File: src/inc/timer_pkg.sv
// shared constants, types and helpers for the dual 8-bit timer block
package timer_pkg;

  // register addresses in the register addressing space
  localparam logic [7:0] TIMER_C_CONTROL_ADDR     = 8'hD0;
  localparam logic [7:0] TIMER_D_CONTROL_ADDR     = 8'hD1;
  localparam logic [7:0] TIMER_C_REFERENCE_ADDR   = 8'hD2;
  localparam logic [7:0] TIMER_D_REFERENCE_ADDR   = 8'hD3;
  localparam logic [7:0] TIMER_C_COUNT_ADDR       = 8'hD4;
  localparam logic [7:0] TIMER_D_COUNT_ADDR       = 8'hD5;
  localparam logic [7:0] TIMER_PENDING_FLAGS_ADDR = 8'hD6;

  // control register field positions
  localparam int MODE16_BIT     = 7;  // timer C control only
  localparam int PWM_MODE_BIT   = 6;  // timer D control only
  localparam int CLK_SEL_HI_BIT = 5;
  localparam int CLK_SEL_LO_BIT = 4;
  localparam int CLEAR_BIT      = 3;  // write-one action, reads zero
  localparam int ENABLE_BIT     = 2;
  localparam int MATCH_IE_BIT   = 1;
  localparam int C_PENDING_BIT  = 0;  // timer C control only
  localparam int D_OVF_IE_BIT   = 0;  // timer D control only

  // pending register field positions
  localparam int D_MATCH_PND_BIT = 4;
  localparam int D_OVF_PND_BIT   = 5;

  // reset values
  localparam logic [7:0] CONTROL_RESET   = 8'h00;
  localparam logic [7:0] REFERENCE_RESET = 8'hFF;
  localparam logic [7:0] COUNT_RESET     = 8'h00;
  localparam logic [7:0] UNMAPPED_READ   = 8'h00;

  // prescaler width: largest divide is 2**10
  localparam int PRESCALE_WIDTH = 10;

  // timer D operating mode
  typedef enum logic {
    MODE_INTERVAL = 1'b0,
    MODE_PWM      = 1'b1
  } d_mode_type;

  // timer C select: /1024, /512, /8, /1 as a shift count
  function automatic logic [3:0] timer_c_shift(input logic [1:0] sel);
    case (sel)
      2'h0:    timer_c_shift = 4'hA;
      2'h1:    timer_c_shift = 4'h9;
      2'h2:    timer_c_shift = 4'h3;
      default: timer_c_shift = 4'h0;
    endcase
  endfunction

  // timer D select: /8, /4, /2, /1 as a shift count
  function automatic logic [3:0] timer_d_shift(input logic [1:0] sel);
    case (sel)
      2'h0:    timer_d_shift = 4'h3;
      2'h1:    timer_d_shift = 4'h2;
      2'h2:    timer_d_shift = 4'h1;
      default: timer_d_shift = 4'h0;
    endcase
  endfunction

endpackage

File: src/rtl/dual_8bit_timer_pwm.sv
// two 8-bit timers (C interval, D interval or PWM) with register access
//
// Overview of operation
// - clearing timer C bit 7 selects two 8-bit timers
// - timer C clock: fxx over 1024, 512, 8, 1
// - timer D clock: fxx over 8, 4, 2, 1
// - each timer: counter, comparator, reference register
// - control registers at D0H and D1H, read/write
// - timer C control resets to zero
// - timer D control resets to zero
// - timer C bit 3 write-one clears counter
// - timer D bit 3 write-one clears counter
// - match sets pending flag; software writes zero
// - pending flags set even with interrupts off
// - timer D overflow pending in pending bit 5
// - interval match: request, clear counter, keep counting
// - PWM match keeps counter running, wraps at FFH
// - PWM pin low when reference not above count
// - PWM period is 256 counting clocks
// - timer D pin carries match or PWM output
`timescale 1ns/10ps
module dual_8bit_timer_pwm
  import timer_pkg::*;
(
  input  wire logic       clk_i,                  // system clock fxx
  input  wire logic       rst_n_i,                // async reset, low
  input  wire logic [7:0] reg_addr_i,             // register address
  input  wire logic       reg_wr_i,               // write strobe
  input  wire logic [7:0] reg_wdata_i,            // write data
  output logic      [7:0] reg_rdata_o,            // read data, next cycle
  output logic            timer_c_match_irq_o,    // timer C request
  output logic            timer_d_match_irq_o,    // timer D match request
  output logic            timer_d_overflow_irq_o, // timer D wrap request
  output logic            pwm_output_pin_o,       // timer D output pin
  output logic            sixteen_bit_mode_o      // timers joined
);

  // register state

  logic [7:0] timer_c_control_reg;    // control of timer C
  logic [7:0] timer_d_control_reg;    // control of timer D
  logic [7:0] timer_c_reference_reg;  // timer C reference data
  logic [7:0] timer_d_reference_reg;  // timer D reference data
  logic       c_pending_reg;          // timer C match pending
  logic       d_match_pending_reg;    // timer D match pending
  logic       d_overflow_pending_reg; // timer D overflow pending
  logic [7:0] rdata_reg;              // registered read data
  logic       c_irq_reg;              // timer C request flop
  logic       d_match_irq_reg;        // timer D match request flop
  logic       d_overflow_irq_reg;     // timer D wrap request flop
  logic       pin_reg;                // timer D output pin flop
  logic       mode16_reg;             // copy of the joined-mode bit

  // write decode

  logic wr_c_control;    // write to timer C control
  logic wr_d_control;    // write to timer D control
  logic wr_c_reference;  // write to timer C reference
  logic wr_d_reference;  // write to timer D reference
  logic wr_pending;      // write to pending flags

  // one strobe per addressed register
  assign wr_c_control   = reg_wr_i && (reg_addr_i == TIMER_C_CONTROL_ADDR);
  assign wr_d_control   = reg_wr_i && (reg_addr_i == TIMER_D_CONTROL_ADDR);
  assign wr_c_reference = reg_wr_i
                          && (reg_addr_i == TIMER_C_REFERENCE_ADDR);
  assign wr_d_reference = reg_wr_i
                          && (reg_addr_i == TIMER_D_REFERENCE_ADDR);
  assign wr_pending     = reg_wr_i
                          && (reg_addr_i == TIMER_PENDING_FLAGS_ADDR);

  // control fields

  logic       split_mode;    // two 8-bit timers selected
  logic       c_run;         // timer C counting
  logic       d_run;         // timer D counting
  logic       c_clear;       // clear pulse for timer C
  logic       d_clear;       // clear pulse for timer D
  logic [3:0] c_shift;       // timer C divide as a shift
  logic [3:0] d_shift;       // timer D divide as a shift
  d_mode_type d_mode;        // timer D interval or PWM

  // joined mode stops both 8-bit timers
  assign split_mode = !timer_c_control_reg[MODE16_BIT];

  // each timer runs when enabled and the timers are split
  assign c_run = split_mode && timer_c_control_reg[ENABLE_BIT];
  assign d_run = split_mode && timer_d_control_reg[ENABLE_BIT];

  // counter clear is a write-one action taken in the write cycle
  assign c_clear = wr_c_control && reg_wdata_i[CLEAR_BIT];
  assign d_clear = wr_d_control && reg_wdata_i[CLEAR_BIT];

  // clock select fields to divide ratios
  assign c_shift = timer_c_shift(
    timer_c_control_reg[CLK_SEL_HI_BIT:CLK_SEL_LO_BIT]);
  assign d_shift = timer_d_shift(
    timer_d_control_reg[CLK_SEL_HI_BIT:CLK_SEL_LO_BIT]);

  // timer D mode field
  assign d_mode = d_mode_type'(timer_d_control_reg[PWM_MODE_BIT]);

  // prescalers and counters

  logic       c_tick;       // timer C counting clock
  logic       d_tick;       // timer D counting clock
  logic [7:0] c_count;      // timer C count
  logic [7:0] d_count;      // timer D count
  logic       c_match;      // timer C match event
  logic       d_match;      // timer D match event
  logic       d_overflow;   // timer D wrap event

  // timer C divider: 1024, 512, 8 or 1
  timer_prescaler #(
    .WIDTH   (PRESCALE_WIDTH)
  ) c_prescaler (
    .clk_i   (clk_i),
    .rst_n_i (rst_n_i),
    .clear_i (c_clear),
    .run_i   (c_run),
    .shift_i (c_shift),
    .tick_o  (c_tick)
  );

  // timer D divider: 8, 4, 2 or 1
  timer_prescaler #(
    .WIDTH   (PRESCALE_WIDTH)
  ) d_prescaler (
    .clk_i   (clk_i),
    .rst_n_i (rst_n_i),
    .clear_i (d_clear),
    .run_i   (d_run),
    .shift_i (d_shift),
    .tick_o  (d_tick)
  );

  // timer C is interval only, so a match always clears
  timer_counter8 #(
    .WIDTH       (8)
  ) c_counter (
    .clk_i       (clk_i),
    .rst_n_i     (rst_n_i),
    .clear_i     (c_clear),
    .tick_i      (c_tick),
    .free_run_i  (1'b0),
    .reference_i (timer_c_reference_reg),
    .count_o     (c_count),
    .match_o     (c_match),
    .overflow_o  ()
  );

  // timer D runs freely in PWM mode
  timer_counter8 #(
    .WIDTH       (8)
  ) d_counter (
    .clk_i       (clk_i),
    .rst_n_i     (rst_n_i),
    .clear_i     (d_clear),
    .tick_i      (d_tick),
    .free_run_i  (d_mode == MODE_PWM),
    .reference_i (timer_d_reference_reg),
    .count_o     (d_count),
    .match_o     (d_match),
    .overflow_o  (d_overflow)
  );

  // control registers

  // timer C control; clear bit never stored, pending handled apart
  always_ff @(posedge clk_i or negedge rst_n_i) begin
    if (!rst_n_i) begin
      timer_c_control_reg <= CONTROL_RESET;
    end else if (wr_c_control) begin
      timer_c_control_reg <= reg_wdata_i;
      timer_c_control_reg[CLEAR_BIT] <= 1'b0;
      timer_c_control_reg[C_PENDING_BIT] <= 1'b0;
    end
  end

  // timer D control; clear bit never stored
  always_ff @(posedge clk_i or negedge rst_n_i) begin
    if (!rst_n_i) begin
      timer_d_control_reg <= CONTROL_RESET;
    end else if (wr_d_control) begin
      timer_d_control_reg <= reg_wdata_i;
      timer_d_control_reg[CLEAR_BIT] <= 1'b0;
    end
  end

  // reference data registers loaded by software
  always_ff @(posedge clk_i or negedge rst_n_i) begin
    if (!rst_n_i) begin
      timer_c_reference_reg <= REFERENCE_RESET;
      timer_d_reference_reg <= REFERENCE_RESET;
    end else begin
      if (wr_c_reference) begin
        timer_c_reference_reg <= reg_wdata_i;
      end
      if (wr_d_reference) begin
        timer_d_reference_reg <= reg_wdata_i;
      end
    end
  end

  // pending flags: hardware set wins over a software clear

  // timer C match pending, control bit 0; writing zero clears it
  always_ff @(posedge clk_i or negedge rst_n_i) begin
    if (!rst_n_i) begin
      c_pending_reg <= 1'b0;
    end else if (c_match) begin
      c_pending_reg <= 1'b1;
    end else if (wr_c_control && !reg_wdata_i[C_PENDING_BIT]) begin
      c_pending_reg <= 1'b0;
    end
  end

  // timer D match pending, pending register bit 4
  always_ff @(posedge clk_i or negedge rst_n_i) begin
    if (!rst_n_i) begin
      d_match_pending_reg <= 1'b0;
    end else if (d_match) begin
      d_match_pending_reg <= 1'b1;
    end else if (wr_pending && !reg_wdata_i[D_MATCH_PND_BIT]) begin
      d_match_pending_reg <= 1'b0;
    end
  end

  // timer D overflow pending, pending register bit 5
  always_ff @(posedge clk_i or negedge rst_n_i) begin
    if (!rst_n_i) begin
      d_overflow_pending_reg <= 1'b0;
    end else if (d_overflow) begin
      d_overflow_pending_reg <= 1'b1;
    end else if (wr_pending && !reg_wdata_i[D_OVF_PND_BIT]) begin
      d_overflow_pending_reg <= 1'b0;
    end
  end

  // interrupt requests: pending flag gated by its enables

  always_ff @(posedge clk_i or negedge rst_n_i) begin
    if (!rst_n_i) begin
      c_irq_reg          <= 1'b0;
      d_match_irq_reg    <= 1'b0;
      d_overflow_irq_reg <= 1'b0;
    end else begin
      // timer C: split mode, enable and match enable
      c_irq_reg <= c_pending_reg && split_mode
                   && timer_c_control_reg[ENABLE_BIT]
                   && timer_c_control_reg[MATCH_IE_BIT];
      // timer D match: split mode, enable and match enable
      d_match_irq_reg <= d_match_pending_reg && split_mode
                         && timer_d_control_reg[ENABLE_BIT]
                         && timer_d_control_reg[MATCH_IE_BIT];
      // timer D wrap: split mode, enable and overflow enable
      d_overflow_irq_reg <= d_overflow_pending_reg && split_mode
                            && timer_d_control_reg[ENABLE_BIT]
                            && timer_d_control_reg[D_OVF_IE_BIT];
    end
  end

  // timer D output pin

  // interval mode toggles on each match; PWM compares reference
  always_ff @(posedge clk_i or negedge rst_n_i) begin
    if (!rst_n_i) begin
      pin_reg <= 1'b0;
    end else begin
      unique case (d_mode)
        MODE_INTERVAL: begin
          if (d_match) begin
            pin_reg <= !pin_reg;
          end
        end
        MODE_PWM: begin
          // high while reference above count, low otherwise
          pin_reg <= (timer_d_reference_reg > d_count);
        end
      endcase
    end
  end

  // joined-mode indication for the 16-bit timer logic elsewhere
  always_ff @(posedge clk_i or negedge rst_n_i) begin
    if (!rst_n_i) begin
      mode16_reg <= 1'b0;
    end else begin
      mode16_reg <= !split_mode;
    end
  end

  // read data, registered one cycle after the address

  always_ff @(posedge clk_i or negedge rst_n_i) begin
    if (!rst_n_i) begin
      rdata_reg <= UNMAPPED_READ;
    end else begin
      case (reg_addr_i)
        TIMER_C_CONTROL_ADDR: begin
          // stored fields plus live pending flag
          rdata_reg <= {timer_c_control_reg[7:1], c_pending_reg};
        end
        TIMER_D_CONTROL_ADDR: begin
          rdata_reg <= timer_d_control_reg;
        end
        TIMER_C_REFERENCE_ADDR: begin
          rdata_reg <= timer_c_reference_reg;
        end
        TIMER_D_REFERENCE_ADDR: begin
          rdata_reg <= timer_d_reference_reg;
        end
        TIMER_C_COUNT_ADDR: begin
          rdata_reg <= c_count;
        end
        TIMER_D_COUNT_ADDR: begin
          rdata_reg <= d_count;
        end
        TIMER_PENDING_FLAGS_ADDR: begin
          // bits belonging to other timers read as zero
          rdata_reg <= UNMAPPED_READ;
          rdata_reg[D_MATCH_PND_BIT] <= d_match_pending_reg;
          rdata_reg[D_OVF_PND_BIT]   <= d_overflow_pending_reg;
        end
        default: begin
          rdata_reg <= UNMAPPED_READ;  // unmapped address
        end
      endcase
    end
  end

  // outputs straight from flops

  assign reg_rdata_o            = rdata_reg;
  assign timer_c_match_irq_o    = c_irq_reg;
  assign timer_d_match_irq_o    = d_match_irq_reg;
  assign timer_d_overflow_irq_o = d_overflow_irq_reg;
  assign pwm_output_pin_o       = pin_reg;
  assign sixteen_bit_mode_o     = mode16_reg;

endmodule

File: src/rtl/timer_prescaler.sv
// clock divider that yields a one-cycle tick every 2**shift cycles
`timescale 1ns/10ps
module timer_prescaler
  import timer_pkg::*;
#(
  parameter int WIDTH = PRESCALE_WIDTH
) (
  input  wire logic             clk_i,
  input  wire logic             rst_n_i,
  input  wire logic             clear_i,  // restart division phase
  input  wire logic             run_i,    // divider advances only when set
  input  wire logic [3:0]       shift_i,  // log2 of the divide ratio
  output logic                  tick_o    // one cycle per divided period
);

  logic [WIDTH-1:0] div_reg;   // free divide counter
  logic [WIDTH-1:0] mask;      // low bits that must all be ones

  // mask of the selected divide ratio; shift 0 gives a tick every cycle
  assign mask = ~({WIDTH{1'b1}} << shift_i);

  // divide counter, restarted by a clear so intervals start exactly
  always_ff @(posedge clk_i or negedge rst_n_i) begin
    if (!rst_n_i) begin
      div_reg <= '0;
    end else if (clear_i || !run_i) begin
      div_reg <= '0;
    end else begin
      div_reg <= div_reg + 1'b1;
    end
  end

  // tick on the last cycle of each divided period
  assign tick_o = run_i && !clear_i && ((div_reg & mask) == mask);

endmodule

File: src/rtl/timer_counter8.sv
// 8-bit up-counter with reference comparator, match and wrap events
`timescale 1ns/10ps
module timer_counter8
  import timer_pkg::*;
#(
  parameter int WIDTH = 8
) (
  input  wire logic             clk_i,
  input  wire logic             rst_n_i,
  input  wire logic             clear_i,      // counter back to zero
  input  wire logic             tick_i,       // prescaled count enable
  input  wire logic             free_run_i,   // match does not clear
  input  wire logic [WIDTH-1:0] reference_i,  // comparator reference
  output logic      [WIDTH-1:0] count_o,      // present count
  output logic                  match_o,      // count equals reference
  output logic                  overflow_o    // wrap from all ones
);

  logic [WIDTH-1:0] count_reg;  // the up-counter
  logic             equal;      // comparator result

  // comparator between count and reference
  assign equal = (count_reg == reference_i);

  // events happen on a counting tick unless a clear overrides it
  assign match_o    = tick_i && !clear_i && equal;
  assign overflow_o = tick_i && !clear_i && (&count_reg)
                      && !(equal && !free_run_i);

  // counter: clear, reload on match in interval mode, else increment
  always_ff @(posedge clk_i or negedge rst_n_i) begin
    if (!rst_n_i) begin
      count_reg <= '0;
    end else if (clear_i) begin
      count_reg <= '0;
    end else if (tick_i) begin
      if (equal && !free_run_i) begin
        count_reg <= '0;
      end else begin
        count_reg <= count_reg + 1'b1;
      end
    end
  end

  assign count_o = count_reg;

endmodule

File: config.mk
export PLATFORM = sky130hd
export DESIGN_NAME = dual_8bit_timer_pwm
export DESIGN_NICKNAME = d
export VERILOG_FILES = /design/src/inc/timer_pkg.sv /design/src/rtl/dual_8bit_timer_pwm.sv /design/src/rtl/timer_prescaler.sv /design/src/rtl/timer_counter8.sv
export SDC_FILE = /design/constraint.sdc
export NUM_CORES = 1
export LEC_CHECK = 0
export BUFFER_PORTS_ARGS = -buffer_cell sky130_fd_sc_hd__buf_4
export CAP_MARGIN = 20
export CORE_ASPECT_RATIO = 0.8
export CORE_UTILIZATION = 55
export DETAILED_ROUTE_END_ITERATION = 10
export PLACE_DENSITY = 0.74
export SYNTH_ARGS = -nofsm -noshare
export SYNTH_HDL_FRONTEND = slang
export SYNTH_SLANG_ARGS = --single-unit
File: constraint.sdc
create_clock -name clk_i -period 3 [get_ports clk_i]
set_input_delay 0.45 -clock clk_i [delete_from_list [all_inputs] [get_ports clk_i]]
set_output_delay 0.45 -clock clk_i [all_outputs]
set_load 0.05 [all_outputs]
Yosys cells after proc, flatten, opt, wreduce, memory -nomap -nowiden
Index checks and enable logic that the tools add are counted.
- bitwise gates (word level): 5
- reduce and logical (&&, ||, !) cells: 53
- shift-type cells: 2
- muxes and demuxes: 19
- add/sub/neg operators: 4
- equal/unequal tests: 16
- order comparisons: 1
- operators with widths (operator ; count):
    8-bit == test, second input constant ; 7
    8-bit one-hot mux with 7 select lines ; 1
    8-bit 2-to-1 mux ; 6
    1-bit logical AND ; 32
    10-bit by 1-bit adder with 10-bit output, second input constant ; 2
    10-bit AND ; 2
    10-bit == test ; 2
    10-bit 2-to-1 mux ; 2
    10-bit inverter ; 2
    8-bit by 1-bit adder with 8-bit output, second input constant ; 2
    8-bit == test ; 2
    4-bit one-hot mux with 3 select lines ; 1
    1-bit zero test ; 11
    2-bit nonzero test ; 5
    10-bit by 2-bit left shift with 10-bit output, first input constant ; 1
    10-bit by 4-bit left shift with 10-bit output, first input constant ; 1
    8-bit greater-than comparator ; 1
    8-bit AND reduction ; 1
    1-bit 2-to-1 mux ; 7
    2-bit one-hot mux with 3 select lines ; 1
    2-bit by 1-bit == test with 1-bit output, second input constant ; 2
    2-bit == test, second input constant ; 2
    2-bit zero test ; 2
    1-bit logical OR ; 2
    3 further kinds ; 3
- output and inout bits: 13
- register bits: 81
- word-level logic and storage cells: 117

Logic depth before layout (Yosys ltp)
- word-level depth: 11
- depth in mapped cells: 8

Modules after synthesis
From an unflattened synthesis, not the netlist that was laid out.
- cell total of the unflattened synthesis: 450
- area total of the unflattened synthesis: 4707.0 um^2
- modules (own cells, without submodules) (module ; times used ; area an instance (um^2) ; cells each):
    dual_8bit_timer_pwm ; 1 ; 2439.8 ; 198
    timer_counter8 ; 2 ; 579.3 ; 64
    timer_prescaler ; 2 ; 554.3 ; 62

Worst setup path after synthesis
No wires, ideal clock.
- kind: flip-flop to flip-flop
- start: register timer_d_reference_reg[0]
- end: register d_counter.count_reg[5], in the netlist d_counter.count_o[5]
- path slack: 1.123 ns
- setup time: 0.074 ns
- required time: 2.926 ns
- period minus slack after synthesis: 1.877 ns
- cell stages (with the launch flop): 9
- arrival: 1.803 ns
- path buffers: 1
- path through: dfstp_2 inv_1 ha_1 nand4_1 nor3_1 or3_1 buf_2 or3_1 o21ai_2
- cells in the longest elaborated chain, start to end: 5
- ends and longest elaborated chain (element ; RTL line ; source):
    start, declared ; dual_8bit_timer_pwm.sv:43 ; logic [7:0] timer_d_reference_reg;
    start signal, assigned ; dual_8bit_timer_pwm.sv:200 ; timer_d_reference_reg <= reg_wdata_i;
    8-bit == test ; timer_counter8.sv:23 ; assign equal = (count_reg == reference_i);
    1-bit logical AND ; timer_counter8.sv:37 ; if (equal && !free_run_i) begin
    8-bit 2-to-1 mux ; timer_counter8.sv:37 ;
    8-bit 2-to-1 mux ; timer_counter8.sv:36 ; end else if (tick_i) begin
    8-bit 2-to-1 mux ; timer_counter8.sv:34 ; end else if (clear_i) begin
    end signal, assigned ; timer_counter8.sv:40 ; count_reg <= count_reg + 1'b1;
    end, declared ; timer_counter8.sv:19 ; logic [WIDTH-1:0] count_reg;
No other way between the ends. The select of a mux whose other input is x is not followed.
A chain may end at the register's enable or synchronous reset.

Final worst setup path
- start: register d_counter.count_reg[3], in the netlist d_counter.count_o[3]
- end: register d_counter.count_reg[5], in the netlist d_counter.count_o[5]
- cells in the longest elaborated chain, start to end: 5
- elaborated cells on any way between the ends: 6
- those cells by class: add/sub (1); eq/ne (1); mux (3); reduce/logical (1)
- ends and longest elaborated chain (element ; RTL line):
    branches (longest 2 deep; another with 8-bit by 1-bit adder with 8-bit output) ; n/a
    8-bit 2-to-1 mux * ; timer_counter8.sv:37
    8-bit 2-to-1 mux * ; timer_counter8.sv:36
    8-bit 2-to-1 mux * ; timer_counter8.sv:34
Mark *: on every way between the ends. The select of a mux whose other input is x is not followed.

==> results list <==
- After clock tree synthesis, the clock-pin slew on the worst setup and hold paths is ~0.08 ns.
- Global routing finished with a remaining overflow of 0.
- In the synthesized netlist the async set-or-reset flop fraction comes to 100%.
- DRC violation total after the first TritonRoute iteration: between 200 and 300
- Before CTS, the worst setup slack after placement is between 0.7 and 0.8 ns.
- # nets final: between 400 and 500
* Most used flip-flop cell after synthesis: dfrtp_1
- The max-slew violation count is 0.
* Share of post-route cells with drive strength above 1: 27.3%
- After floorplanning, the core was sized to cover roughly 6500 µm².
- Total GRT Usage: between 20% and 30%
- STA puts the critical path data arrival time at 2.37 ns.
* Count of H-tree levels built during CTS: 3
- CTS tree: yes
* Instance count of the mapped netlist: ~340
* Buffers from clock root to sink, at most: 2
* Max-cap check violation count: 0
- Worst-Skew Late Latency: around 0.35 ns
* Number of vias per cell: about 6
- Share of the clock period used by the worst path: between 60% and 70%
- The number of antenna diodes in the final layout is 0.
- Setup WS post-layout: between 0.9 and 1 ns
* Post-route DRC: 0
- The number of clock buffers added by TritonCTS is 9.
- Num rows: 26
- Critical Path Sink: d_counter.count_o[5]
- In this run the critical register-to-register path is captured at d_counter.count_o[5].
* Hold Fails Final Rpt: 0
* Post-CTS Setup Bufs: 0
* Sink Count: between 70 and 80
- Post-route antenna net violation count: 0
- Critical path required time: between 3 and 4 ns
- CTS placed an instance of clkbuf_8 at the clock tree root.
* Fillers: approximately 520
- Worst flop-to-flop path startpoint: d_counter.count_o[3]
* Warning count from the yosys run: 0
- Critical Path End Type: flip-flop
- In this run the worst path has a maximum fanout of 7.
- Total number of vias: 2,815
- Largest net degree at the start of global routing: between 70 and 80
- The first global-routing pass estimated ~14,000 µm of wire.
* Worst relative slew slack: roughly two fifths
- Buffers placed on the I/O ports in this run total 31.
- In this run the horizontal extent of the chip is 94.7 µm.
* Number of antenna violations at the first check in global routing: 0
- After legalization and detailed placement, the total HPWL measured between 6000 and 7000 µm.
- STA classifies the critical path startpoint as a flip-flop.
- Dividing the synthesized area by the synthesized cell count gives approximately 11 µm².
- For this design the top-level I/O count stands at 32.
- RSZ-0062 raised after global routing: no
* Worst min-delay path category: in -> async
- In this run, placement finished with an instance count of 449.
- Top achievable clock speed: ~480 MHz
- The initial utilization of the core area, before any placement, comes to 58.1%.
* DRT Pass-1 Iters: 7
- Unique masters post-synth: between 50 and 60
- The number of nets handed over by synthesis was approximately 370.
- For this design, the CTS-stage hold fixing added 0 buffers.
- The die is 76.2 µm tall.
- Between clock sinks in the finished design, the worst skew comes to a little over 0.009 ns.
- Actual transition at the worst max-transition pin: slightly above 0.9 ns
* Result of the run: completed
- Adding up every negative setup slack in the final design gives 0 ns.
* Proportion of synthesized chip area in sequential cells: 49.5%
- Counting cells, the worst reg-to-reg path comes to 7.
- Die area: about 7000 µm²
- Area overhead of the layout relative to synthesis: 14.0%
* Vias in the first global route: ~2.7k
- Reported leakage power: 2.02 nW
* Power density over the cells: between 400 and 500 nW/µm²
- Total Routed Length: between 8000 and 9000 µm
- Slack of the worst reg-to-reg path: between 0.9 and 1 ns
- The worst path in the final design needs a cycle of 2.08 ns, including I/O delays and setup.
* Max reg flops: 10
* Resized Gates After CTS: 0
- IR Drop Worst-Case VDD: around 0.34 mV
* Total standard cell area after synthesis: roughly 3800 µm²
* Min Hold Slack: 0.212 ns
- Synthesis inferred 74 register bits.
- The most critical setup path has its startpoint at d_counter.count_o[3].
- By startpoint and endpoint, the worst setup path is classified as reg -> reg.
- Number of enable-type register cells in the synthesized netlist: 0
* RD Place Congestion: 0.886
- Routed wire length per instance: roughly 19 µm
- Once layout is complete, the cells apart from fillers number 465.
- Final setup viols: 0
-- placed cells by master, fill, tap and decap left out, drive strengths merged, types with 2 or more instances in the layout --
| cell type | count |
|---|---|
| a21oi | 6 |
| a222oi | 5 |
| a22o | 5 |
| a22oi | 2 |
| and3 | 18 |
| buf | 31 |
| bufinv | 2 |
| clkbuf | 9 |
| clkinv | 2 |
| clkinvlp | 2 |
| dfrtp | 58 |
| dfstp | 16 |
| ha | 12 |
| inv | 9 |
| mux2 | 30 |
| mux2i | 8 |
| nand2 | 29 |
| nand2b | 3 |
| nand3 | 10 |
| nand4 | 5 |
| nand4b | 2 |
| nor2 | 25 |
| nor2b | 7 |
| nor3 | 5 |
| nor4b | 3 |
| o211ai | 3 |
| o21a | 3 |
| o21ai | 20 |
| o22ai | 3 |
| o2bb2ai | 2 |
| or2 | 3 |
| or3 | 2 |
| or4 | 2 |
| xnor2 | 19 |
| xor2 | 2 |
-- cell type report --
type                       instances  area (µm²)  share of cell area [%]
sequential                        74        1870                    43.4
multi-input combinational        252        1850                    42.8
timing repair buffer              31         233                    5.40
clock buffer                       9         124                    2.87
tap                               84         105                    2.44
clock inverter                     7         101                    2.35
inverter                           8        30.0                   0.696
-- routing by layer --
metal | global-route usage [%] | vias to the layer above | wire length (µm)
li1 | - | 1325 | -
met3 | 7.58 | 13 | 586
met1 | 40.8 | 1370 | 4300
met4 | 9.24 | 0 | 151
met2 | 35.0 | 107 | 3590
met5 | 0 | - | 0
-- synth_stat cells (6+ instances only) --
library cell | n | area [µm²]
o21ai_0 | 18 | 90.1
ha_1 | 12 | 150
nor2b_1 | 6 | 37.5
xnor2_1 | 19 | 166
a21oi_1 | 6 | 30.0
inv_1 | 8 | 30.0
nand3_1 | 10 | 50.1
dfstp_2 | 16 | 420
and3_1 | 18 | 113
dfrtp_1 | 58 | 1450
nand2_1 | 28 | 105
mux2_2 | 30 | 338
nor2_1 | 24 | 90.1
mux2i_1 | 8 | 80.1
-- power by group --
| part | total, mW | internal (mW) | switching, mW |
|---|---|---|---|
| clock network | 0.862 | 0.473 | 0.388 |
| registers | 1.06 | 1.03 | 0.0306 |
| logic | 0.157 | 0.0640 | 0.0933 |
-- stage by stage --
step	util (%)	power [mW]	cell area [µm²]
finish	66.3	2.08	4310
global route	66.3	2.16	4310
CTS	66.3	2.09	4310
detailed placement	62.8	1.24	4090
global placement	62.8	1.23	4090
floorplan	-	1.16	3780
-- cells by family after synthesis --
family	Yosys count	share of synthesized area, %
mux	39	11.6
fa+ha+maj	12	3.97
buf+inv	15	1.65
flops	74	49.5
xor+xnor	21	4.86
compound gates	60	11.0
simple gates	120	17.3
-- worst max-delay path, cell delays in order, from the launching register on --
cell and delay, ns:
dfrtp_1 0.46, inv_1 0.11, ha_1 0.34, nand4_1 0.13, nor3_1 0.09, or3_1 0.43, or3_1 0.40, o21ai_2 0.07
-- worst min path at each step --
| stage | end |
|---|---|
| 2_1_floorplan | c_counter.count_o[0] |
| 3_3_place_gp | c_prescaler.div_reg[0] |
| 3_5_place_dp | c_prescaler.div_reg[0] |
| 4_1_cts | c_counter.count_o[6] |
| 5_1_grt | c_counter.count_o[4] |
| 6_report | c_counter.count_o[2] |
No activity file was read; power rests on OpenSTA's default activity.
